### src/logic/crc_consts.svh
`ifndef CRC_CONSTS_SVH
`define CRC_CONSTS_SVH

// Command code of the role byte
`define CRC_CMD_ROLE 8'hd0

// Role encodings
`define CRC_ROLE_STD 8'h00
`define CRC_ROLE_ACTIVE 8'h01
`define CRC_ROLE_SB1 8'h02
`define CRC_ROLE_SB2 8'h03
`define CRC_ROLE_SB3 8'h04
`define CRC_ROLE_ALWAYS 8'h05
`define CRC_ROLE_RST 8'h00

// Load share level code, 10 mV per step
`define CRC_LVL_W 10
`define CRC_LVL_ZERO 10'h000
// Full rated output power, 8.0 V
`define CRC_LVL_FULL 10'h320
// Enable levels 3.2 V, 5.0 V, 6.7 V
`define CRC_EN_SB1 10'h140
`define CRC_EN_SB2 10'h1f4
`define CRC_EN_SB3 10'h29e
// Disable levels 1.44 V, 3.01 V, 4.52 V
`define CRC_DIS_SB1 10'h090
`define CRC_DIS_SB2 10'h12d
`define CRC_DIS_SB3 10'h1c4

// Timing
`define CRC_CLK_MHZ 50
`define CRC_WAKE_LIMIT_US 100
`define CRC_WAKE_LIMIT_CYC (`CRC_WAKE_LIMIT_US * `CRC_CLK_MHZ)

// One-hot state codes
`define CRC_ST_ON 4'h1
`define CRC_ST_SB 4'h2
`define CRC_ST_LOAD 4'h4
`define CRC_ST_WAKE 4'h8

// Synchroniser inputs: wake line, supply fault, output voltage fault
`define CRC_SYNC_W 3
// Reset as wake line high and no faults, so the bus is not pulled after reset
`define CRC_SYNC_RST 3'h4
`define CRC_SYNC_CLR 3'h0

`endif

### src/logic/crc_pkg.sv
`include "crc_consts.svh"

package crc_pkg;
    typedef enum logic [7:0] {
        CRC_STD = `CRC_ROLE_STD,
        CRC_ACTIVE = `CRC_ROLE_ACTIVE,
        CRC_SB1 = `CRC_ROLE_SB1,
        CRC_SB2 = `CRC_ROLE_SB2,
        CRC_SB3 = `CRC_ROLE_SB3,
        CRC_ALWAYS = `CRC_ROLE_ALWAYS
    } crc_role_t;

    typedef enum logic [3:0] {
        CRC_ST_ON = `CRC_ST_ON,
        CRC_ST_SB = `CRC_ST_SB,
        CRC_ST_LOAD = `CRC_ST_LOAD,
        CRC_ST_WAKE = `CRC_ST_WAKE
    } crc_state_t;

    typedef logic [`CRC_LVL_W-1:0] crc_lvl_t;
endpackage : crc_pkg

### src/logic/crc_if.sv
`include "crc_consts.svh"

interface crc_if;
    import crc_pkg::*;
    crc_lvl_t level;
    crc_lvl_t en_lvl;
    crc_lvl_t dis_lvl;
    logic above_en;
    logic below_dis;

    modport cmp (input level, input en_lvl, input dis_lvl, output above_en, output below_dis);
    modport ctl (output level, output en_lvl, output dis_lvl, input above_en, input below_dis);
endinterface : crc_if

### src/logic/crc_cmp.sv
module crc_cmp (
    crc_if.cmp th
);
    // Threshold pair compare
    assign th.above_en = (th.level > th.en_lvl);
    assign th.below_dis = (th.level < th.dis_lvl);
endmodule : crc_cmp

### src/logic/crc_top.sv
`include "crc_consts.svh"

module crc_top #(
    parameter int WAKE_LIMIT_CYC = `CRC_WAKE_LIMIT_CYC
) (
    input wire logic core_clk_in,
    input wire logic rst_b_in,
    input wire logic cmd_valid_in,
    input wire logic cmd_write_in,
    input wire logic [7:0] cmd_code_in,
    input wire logic [7:0] cmd_wdata_in,
    input wire logic cmd_pec_ok_in,
    output logic cmd_ack_out,
    output logic cmd_nak_out,
    output logic [7:0] cmd_rdata_out,
    output crc_pkg::crc_role_t role_out,
    input wire logic shared_wake_line_in,
    output logic shared_wake_line_out,
    output logic shared_wake_line_oe_n_out,
    input wire logic supply_fault_in,
    input wire logic vout_fault_in,
    input wire crc_pkg::crc_lvl_t load_share_on_level_in,
    output logic converter_run_n_out
);
    import crc_pkg::*;

    logic [`CRC_SYNC_W-1:0] sync1_q, sync2_q;
    logic wake_s, fault_s, vfault_s, wake_prev_q, wake_fall, pull_low;
    crc_role_t role_q, role_d;
    logic ack_q, ack_d, nak_q, nak_d;
    logic [7:0] rdata_q, rdata_d;
    crc_state_t state_q, state_d;
    logic run_n_q, run_n_d, wout_q, wout_d, woe_n_q, woe_n_d;
    logic standby_role;
    crc_if th ();

    // Two-flop synchronisers for pin inputs
    always_ff @(posedge core_clk_in or negedge rst_b_in) begin
        if (!rst_b_in) begin
            sync1_q <= `CRC_SYNC_RST;
            sync2_q <= `CRC_SYNC_RST;
            wake_prev_q <= 1'b1;
        end else begin
            sync1_q <= {shared_wake_line_in, supply_fault_in, vout_fault_in};
            sync2_q <= sync1_q;
            wake_prev_q <= wake_s;
        end
    end
    assign wake_s = sync2_q[2];
    assign fault_s = sync2_q[1];
    assign vfault_s = sync2_q[0];
    assign wake_fall = wake_prev_q & ~wake_s;
    assign pull_low = fault_s | vfault_s;
    assign standby_role = (role_q == CRC_SB1) || (role_q == CRC_SB2) ||
                          (role_q == CRC_SB3) || (role_q == CRC_ALWAYS);

    // Role byte command handling and wake-driven role reset
    always_comb begin
        role_d = role_q;
        ack_d = 1'b0;
        nak_d = 1'b0;
        rdata_d = rdata_q;
        if (cmd_valid_in) begin
            if (cmd_code_in != `CRC_CMD_ROLE) begin
                nak_d = 1'b1;
            end else if (!cmd_write_in) begin
                ack_d = 1'b1;
                rdata_d = role_q;
            end else if (cmd_pec_ok_in && (cmd_wdata_in <= `CRC_ROLE_ALWAYS)) begin
                ack_d = 1'b1;
                role_d = crc_role_t'(cmd_wdata_in);
            end else begin
                nak_d = 1'b1;
            end
        end
        if (wake_fall && standby_role) begin
            role_d = CRC_STD;
        end
    end

    always_ff @(posedge core_clk_in or negedge rst_b_in) begin
        if (!rst_b_in) begin
            role_q <= CRC_STD;
            ack_q <= 1'b0;
            nak_q <= 1'b0;
            rdata_q <= `CRC_ROLE_RST;
        end else begin
            role_q <= role_d;
            ack_q <= ack_d;
            nak_q <= nak_d;
            rdata_q <= rdata_d;
        end
    end

    // Threshold selection per standby position
    always_comb begin
        th.level = load_share_on_level_in;
        case (role_q)
            CRC_SB1: begin
                th.en_lvl = `CRC_EN_SB1;
                th.dis_lvl = `CRC_DIS_SB1;
            end
            CRC_SB2: begin
                th.en_lvl = `CRC_EN_SB2;
                th.dis_lvl = `CRC_DIS_SB2;
            end
            CRC_SB3: begin
                th.en_lvl = `CRC_EN_SB3;
                th.dis_lvl = `CRC_DIS_SB3;
            end
            default: begin
                th.en_lvl = `CRC_LVL_FULL;
                th.dis_lvl = `CRC_LVL_ZERO;
            end
        endcase
    end

    crc_cmp u_cmp (
        .th(th)
    );

    // Run state machine
    always_comb begin
        state_d = state_q;
        case (state_q)
            CRC_ST_ON, CRC_ST_SB, CRC_ST_WAKE: begin
                if (!standby_role) begin
                    state_d = CRC_ST_ON;
                end else if (!wake_s) begin
                    state_d = CRC_ST_WAKE;
                end else if (role_q != CRC_ALWAYS && th.above_en) begin
                    state_d = CRC_ST_LOAD;
                end else begin
                    state_d = CRC_ST_SB;
                end
            end
            CRC_ST_LOAD: begin
                if (!standby_role) begin
                    state_d = CRC_ST_ON;
                end else if (!wake_s) begin
                    state_d = CRC_ST_WAKE;
                end else if (role_q == CRC_ALWAYS || th.below_dis) begin
                    state_d = CRC_ST_SB;
                end
            end
            default: begin
                state_d = CRC_ST_ON;
            end
        endcase
        run_n_d = (state_d == CRC_ST_SB);
    end

    // Wake line drive
    always_comb begin
        if (role_q == CRC_ACTIVE) begin
            woe_n_d = 1'b0;
            wout_d = ~pull_low;
        end else begin
            woe_n_d = ~pull_low;
            wout_d = 1'b0;
        end
    end

    always_ff @(posedge core_clk_in or negedge rst_b_in) begin
        if (!rst_b_in) begin
            state_q <= CRC_ST_ON;
            run_n_q <= 1'b0;
            wout_q <= 1'b0;
            woe_n_q <= 1'b1;
        end else begin
            state_q <= state_d;
            run_n_q <= run_n_d;
            wout_q <= wout_d;
            woe_n_q <= woe_n_d;
        end
    end

    assign cmd_ack_out = ack_q;
    assign cmd_nak_out = nak_q;
    assign cmd_rdata_out = rdata_q;
    assign role_out = role_q;
    assign shared_wake_line_out = wout_q;
    assign shared_wake_line_oe_n_out = woe_n_q;
    assign converter_run_n_out = run_n_q;

    // Helper logic for the checks
    logic seen_q;
    logic [15:0] wait_q;
    always_ff @(posedge core_clk_in or negedge rst_b_in) begin
        if (!rst_b_in) begin
            seen_q <= 1'b0;
            wait_q <= 16'h0000;
        end else begin
            seen_q <= 1'b1;
            wait_q <= (!wake_s && run_n_q) ? wait_q + 16'h0001 : 16'h0000;
        end
    end
endmodule : crc_top

### config.mk
export PLATFORM = sky130hd
export DESIGN_NAME = crc_top
export DESIGN_NICKNAME = d
export VERILOG_FILES = /design/src/logic/crc_pkg.sv /design/src/logic/crc_if.sv /design/src/logic/crc_cmp.sv /design/src/logic/crc_top.sv
export VERILOG_INCLUDE_DIRS = /design/src /design/src/logic
export SDC_FILE = /design/constraint.sdc
export NUM_CORES = 1
export LEC_CHECK = 0
export BUFFER_PORTS_ARGS = -buffer_cell sky130_fd_sc_hd__buf_2
export CORE_ASPECT_RATIO = 0.6
export CORE_UTILIZATION = 39
export CTS_CLUSTER_DIAMETER = 100
export CTS_CLUSTER_SIZE = 24
export DETAILED_ROUTE_END_ITERATION = 10
export GPL_TIMING_DRIVEN = 0
export PLACE_DENSITY = 0.66
export SYNTH_ARGS = -nofsm -noshare
export SYNTH_HDL_FRONTEND = slang
export SYNTH_HIERARCHICAL = 1
export SYNTH_SLANG_ARGS = --single-unit
### constraint.sdc
create_clock -name core_clk_in -period 4.2 [get_ports core_clk_in]
set_clock_uncertainty 0.1 [all_clocks]
set_input_delay 0.84 -clock core_clk_in [delete_from_list [all_inputs] [get_ports core_clk_in]]
set_output_delay 0.84 -clock core_clk_in [all_outputs]
set_load 0.05 [all_outputs]
==> results of run 1 <==
[layout by cell type, fill, tap and decap left out, drive strengths merged, types with 2 or more instances in the layout]
cell type / instances
o21ai: 7
a21o: 2
ha: 19
nand4: 3
nand2b: 2
mux2i: 3
xor2: 2
nand4b: 2
dfstp: 5
a21oi: 9
mux2: 8
inv: 25
conb: 3
and2: 2
nand2: 12
nor3: 5
a31oi: 2
clkbuf: 6
buf: 54
nand3: 4
nor2b: 8
nor4: 4
dfrtp: 27
nor2: 6
[cells by family after synthesis]
kind of cell / Yosys count / share of synthesized area
compound gates: 24 / 0.0864
xor+xnor: 2 / 0.00968
fa+ha+maj: 19 / 0.131
buf+inv: 25 / 0.0518
flops: 32 / 0.446
mux: 11 / 0.0663
other cells: 1 / 0.00207
simple gates: 58 / 0.207
[sequential cells by signal, summed over array words and instances, names as in the netlist]
| signal | cells |
|---|---|
| cmd_ack_out | 1 |
| cmd_rdata_out | 8 |
| shared_wake_line_out | 1 |
| role_out | 8 |
| wake_prev_q | 1 |
| sync2_q | 3 |
| cmd_nak_out | 1 |
| converter_run_n_out | 1 |
| state_q | 4 |
| sync1_q | 3 |
| shared_wake_line_oe_n_out | 1 |
[per-layer routing]
metal | global-route usage | vias to the layer above | routed length [microns]
met2 | 0.232 | 42 | 1410
li1 | - | 729 | -
met4 | 0.0161 | 0 | 0
met5 | 0 | - | 0
met3 | 0.0486 | 0 | 174
met1 | 0.233 | 644 | 1890
[area by class of cell]
type,instances,area [sq um],area share
Sequential cell,32,807,0.355
Inverter,25,93.8,0.0413
Clock inverter,2,35.0,0.0154
Tap cell,60,75.1,0.0331
Timing Repair Buffer,54,270,0.119
Multi-Input combinational cell,117,917,0.404
Clock buffer,6,72.6,0.0320
[path summary, 6_finish.rpt]
| path | startpoint | depth (start not counted) | slack [ns] | end |
|---|---|---|---|---|
| min reg2reg | sync1_q[1]$_DFF_PN0_ | 0 | 0.25 | sync2_q[1]$_DFF_PN0_ |
| max in group asynchronous | rst_b_in | 1 | 3.07 | role_out[3]$_DFFE_PN0P_ |
| max | role_out[5]$_DFFE_PN0P_ | 13 | 0.81 | converter_run_n_out$_DFF_PN0_ |
| min in group asynchronous | rst_b_in | 1 | 0.50 | state_q[3]$_DFF_PN0_ |
| max reg2reg | role_out[5]$_DFFE_PN0P_ | 13 | 0.81 | converter_run_n_out$_DFF_PN0_ |
| min | sync1_q[1]$_DFF_PN0_ | 0 | 0.25 | sync2_q[1]$_DFF_PN0_ |
[worst max-delay path, cell delays in order (launching register included)]
cell       delay, ns
dfrtp_1         0.45
nor4_1          0.48
nand4bb_1       0.29
inv_2           0.11
and2_1          0.21
nand2b_1        0.22
inv_1           0.07
ha_1            0.32
a211oi_2        0.19
nor2_1          0.07
o41a_1          0.47
inv_1           0.08
o21ai_1         0.08
a21oi_1         0.16
[stage by stage]
stage | util | setup WS, ns | hold WS, ns | cells | cell area, sq um
floorplan | - | 1.10 | 0.231 | 174 | 1820
global placement | 0.506 | 0.840 | 0.233 | 288 | 2160
detailed placement | 0.506 | 0.861 | 0.236 | 288 | 2160
CTS | 0.531 | 0.843 | 0.251 | 296 | 2270
global route | 0.531 | 0.558 | 0.262 | 296 | 2270
finish | 0.531 | 0.810 | 0.248 | 296 | 2270
[power groups by stage]
stage | Clock, mW | Sequential, mW | Combinational (mW)
final | 0.282 | 0.369 | 0.349
after global placement | 0 | 0.375 | 0.343
after CTS | 0.288 | 0.370 | 0.349
after global routing | 0.302 | 0.375 | 0.395
after detailed placement | 0 | 0.376 | 0.348
after floorplan | 0 | 0.418 | 0.211
==> reports/results.tsv, run 1 <==
metric	value	unit
outcome	completed	
Critical Path RT	4.29	ns
worst vdd ir	0.000222	V
final WL	3.48	mm
Filler cells	400	
Post-CTS Setup Repair Bufs	0	
Post-Synthesis Cells	172	
Synth top area share	0.373	
first-pass GRT wire length	5.90	mm
Final Total Pwr	1.00	mW
Seq cells post-synth	32	
largest fanout on the critical path	5	
vias	1415	
Syn Area/Cell	10.5	sq um
worst min path class	reg2reg	
initial drt markers	48	
Clock Sinks	32	
Setup CP Type	reg2reg	
clock tree buffer depth	2	
die area	4930	sq um
Gates resized, CTS repair	0	
pin count of the biggest net entering global routing	33	
Leak	1.18	nW
vias in the first global route	1306	
GR Util All Layers	0.158	
combinational power share	0.349	
fraction of layout cells with a size suffix above 1	0.352	
Clock Latency Late Sink	0.27	ns
Max Slew Vio Count	0	
Std-Cell Rows	18	
Post-synth ARST share	1.00	
switching power	0.350	mW
routability congestion estimate	0.862	
final worst path period need	3.39	ns
cell taking the most area after synthesis	dfrtp_1	
Fin. Hold Viols	0	
Routed Antenna Nets	0	
Post-synth EDFFs	0	
Rel. slew slack	0.558	
Pre-antenna DRT Iters	4	
IO Pins	55	
internal power	0.650	mW
dominant cell by count in the synthesized netlist	dfrtp_1	
Die W	90.0	microns
leading post-synthesis cells by cell area	dfrtp_1 (37%), ha_1 (13%), dfstp_2 (7.3%)	
clock network power share	0.282	
Via density	4.78	
WL/cell	11.8	microns
antenna violations before repair	0	
f_max	0.295	GHz
Congestion Overflow GR	0	
Worst Path Arrival	3.48	ns
Starting Density	0.423	
ANT cells	0	
Final HPWL DP	2.88	mm
sequential area share after synthesis	0.446	
synthesized area	1810	sq um
Post-synth top cells	dfrtp_1 (27), inv_1 (23), ha_1 (19)	
area of the core	4280	sq um
Power Density	440	nW/um^2
fin crit share	0.807	
Synthesis Warnings	6	
hold buffer count at CTS	0	
Worst setup EP type	flop	
total negative setup slack	0	ns
Distinct cells, synth	41	
RSZ-0062 raised after global routing	false	
Critical Path Start Type	flop	
sequential share of power	0.369	
Synth Flop Type	dfrtp_1	
Worst Tran Pin Value	0.662	ns
Sw Ratio	0.350	
I/O Buffers	54	
Reg clk slew, reported paths	0.07	ns
DRC Markers	0	
clock root cell	clkbuf_8	
die height	54.8	microns
final setup vio count	0	
CTS Buf Count	5	
Max Cap Violations	0	
Area growth, synth to finish	25.4	%
CTS tree	yes	
# H-tree levels	2	
Final nets	288	
No activity file was read; power rests on OpenSTA's default activity.
==> inputs of run 2 (changes only) <==
- PLACE_DENSITY: 0.66 -> 0.69
- clock period: 4.2 -> 2.8 ns (I/O delays scaled with it)
==> run 2 against run 1 <==
The flow now finishes with violations (setup timing). Setup slack got worse by 0.94 ns. Non-clock buffer count grew 10. Maximum frequency rose by 16%. Clock power up 51%. Wire length grew 14%. Sequential power grew 51%. Worst hold slack got worse by 0.028 ns. Critical path depth up 1. Utilization up 4.4 points.
==> reports/results.tsv, run 2 (synthesis gave the netlist of run 1 again) <==
metric	value	unit	change
Worst Tran Pin Value	0.727	ns	+0.0640 ns
clock network power share	0.266		-0.016
die area	4930	sq um	unchanged
Reg clk slew, reported paths	0.07	ns	about the same
Filler cells	378		-5.5%
Worst Slack Setup Final	-0.125	ns	-0.935 ns
Fin. Hold Viols	0		unchanged
Finished Cell Area	2460	sq um	+8.3%
violations in the final reports	setup timing		
CTS tree	yes		
clock tree buffer depth	2		unchanged
Final Total Pwr	1.61	mW	+61%
placed cells	288		unchanged
final setup vio count	3		+3
Leak	1.23	nW	+5.0%
final WL	3.97	mm	+14%
DRC Markers	0		unchanged
vias	1451		+2.5%
outcome	finished, violations left		
Placed Area	2200	sq um	+1.6%
Hold WS	0.219	ns	-0.0285 ns
Routed Antenna Nets	0		unchanged
largest fanout on the critical path	5		unchanged
combinational power share	0.387		+0.038
most frequent cells in the layout	buf_2 (54), dfrtp_1 (23), inv_1 (21)		
fin crit share	1.04		+0.238
Congestion Overflow GR	0		unchanged
IO Pins	55		unchanged
Max Slew Vio Count	0		unchanged
f_max	0.342	GHz	+16%
Std-Cell Rows	18		unchanged
Via density	4.74		-0.81%
GR Util All Layers	0.170		+0.0122
RSZ-0062 raised after global routing	true		
Final HPWL DP	3.01	mm	+4.5%
worst min path class	in2async		
most common cell after layout, fill and taps aside	buf_2		
pin count of the biggest net entering global routing	33		unchanged
routed length on met1	2.13	mm	+12%
Sw Ratio	0.359		+0.00811
# H-tree levels	2		unchanged
Setup CP Type	reg2reg		
fraction of layout cells with a size suffix above 1	0.463		+0.112
final cell count without fillers	306		+3.4%
area of the core	4280	sq um	unchanged
sequential share of power	0.348		-0.021
internal power	1.03	mW	+59%
Max Cap Violations	0		unchanged
final worst path period need	2.93	ns	-0.465 ns
clock root cell	clkbuf_8		
Placement Setup Slack	-0.258	ns	-1.12 ns
antenna violations before repair	0		unchanged
Die W	90.0	microns	unchanged
switching power	0.577	mW	+65%
initial drt markers	40		-17%
Worst setup EP type	flop		
Pre-antenna DRT Iters	4		unchanged
Power Density	654	nW/um^2	+49%
Clock Latency Late Sink	0.28	ns	about the same
Area growth, synth to finish	35.9	%	
vias in the first global route	1307		+0.077%
I/O Buffers	54		unchanged
Critical Path Start Type	flop		
worst vdd ir	0.000251	V	+13%
WL/cell	13.0	microns	+10%
Final nets	298		+3.5%
uppermost routed layer	met4		
ANT cells	0		unchanged
Rel. slew slack	0.509		-0.0495
routability congestion estimate	0.768		-11%
Clock Sinks	32		unchanged
CTS Buf Count	5		unchanged
first-pass GRT wire length	6.22	mm	+5.4%
Worst Path Arrival	2.98	ns	-0.50 ns
Critical Path RT	2.86	ns	-1.43 ns
die height	54.8	microns	unchanged
wire length on met3	187	microns	+7.5%
DR WL met2	1.65	mm	+17%
Starting Density	0.423		unchanged
run 2: cell types whose count changed in the layout (fill, tap and decap cells not counted), moves of 2 or more:
cell	delta
buf_4	+10
dfrtp_1	-4
dfrtp_2	+4
ha_1	-4
ha_4	+4
o21ai_2	+3
inv_1	-2
inv_2	+2
o21ai_1	-2
run 2: what timing repair did:
item | 4_1_cts | 5_1_grt
setup buffers | 7 | 3
endpoints found under the setup margin | 3 | 3
hold buffers | 0 | 0
pin swaps | 8 | 11
gates resized for setup | 4 | 10
cloned | 0 | 0
run 2: power groups by stage:
stage                     Combinational (mW)  Clock, mW  Sequential (mW)
after floorplan                        0.328          0            0.627
after global placement                 0.518          0            0.563
after detailed placement               0.533          0            0.565
after CTS                              0.577      0.437            0.557
after global routing                   0.695      0.459            0.566
final                                  0.623      0.427            0.559
run 2: final timing paths:
check | startpoint | endpoint | slack, ns | cells after the start
max | role_out[4]$_DFFE_PN0P_ | state_q[2]$_DFF_PN0_ | -0.13 | 14
min | rst_b_in | state_q[1]$_DFF_PN0_ | 0.22 | 1
max reg2reg | role_out[4]$_DFFE_PN0P_ | state_q[2]$_DFF_PN0_ | -0.13 | 14
min reg2reg | sync1_q[1]$_DFF_PN0_ | sync2_q[1]$_DFF_PN0_ | 0.25 | 0
max in group asynchronous | rst_b_in | role_out[6]$_DFFE_PN0P_ | 1.89 | 1
min in group core_clk_in | sync1_q[1]$_DFF_PN0_ | sync2_q[1]$_DFF_PN0_ | 0.25 | 0
run 2: layer usage:
metal | vias up | track usage
met1 | 669 | 0.233
met3 | 2 | 0.0569
met4 | 0 | 0.0403
met5 | - | 0
li1 | 740 | -
met2 | 40 | 0.262
run 2: layout make-up:
type	instances	area, sq um	share of cell area
multi-input combinational	117	1030	0.417
sequential	32	812	0.330
timing repair buffer	64	345	0.140
inverter	25	93.8	0.0381
tap	60	75.1	0.0305
clock buffer	6	72.6	0.0295
clock inverter	2	35.0	0.0142
run 2: stage by stage:
stage	utilization	TNS, ns
floorplan	-	-0.00351
global placement	0.514	-0.385
detailed placement	0.514	-0.644
CTS	0.558	0
global route	0.575	-0.646
finish	0.575	-0.322
run 2: critical path: stages (launching register included):
cell and delay [ns]:
dfrtp_2 0.45, nor4_4 0.34, nand4bb_1 0.22, inv_2 0.11, and2_4 0.15, nand2b_4 0.16, inv_1 0.08, ha_4 0.22
and4_4 0.19, a221oi_2 0.21, o21ai_1 0.13, a31oi_2 0.21, nor2b_1 0.07, a21oi_1 0.12, nor3_1 0.06
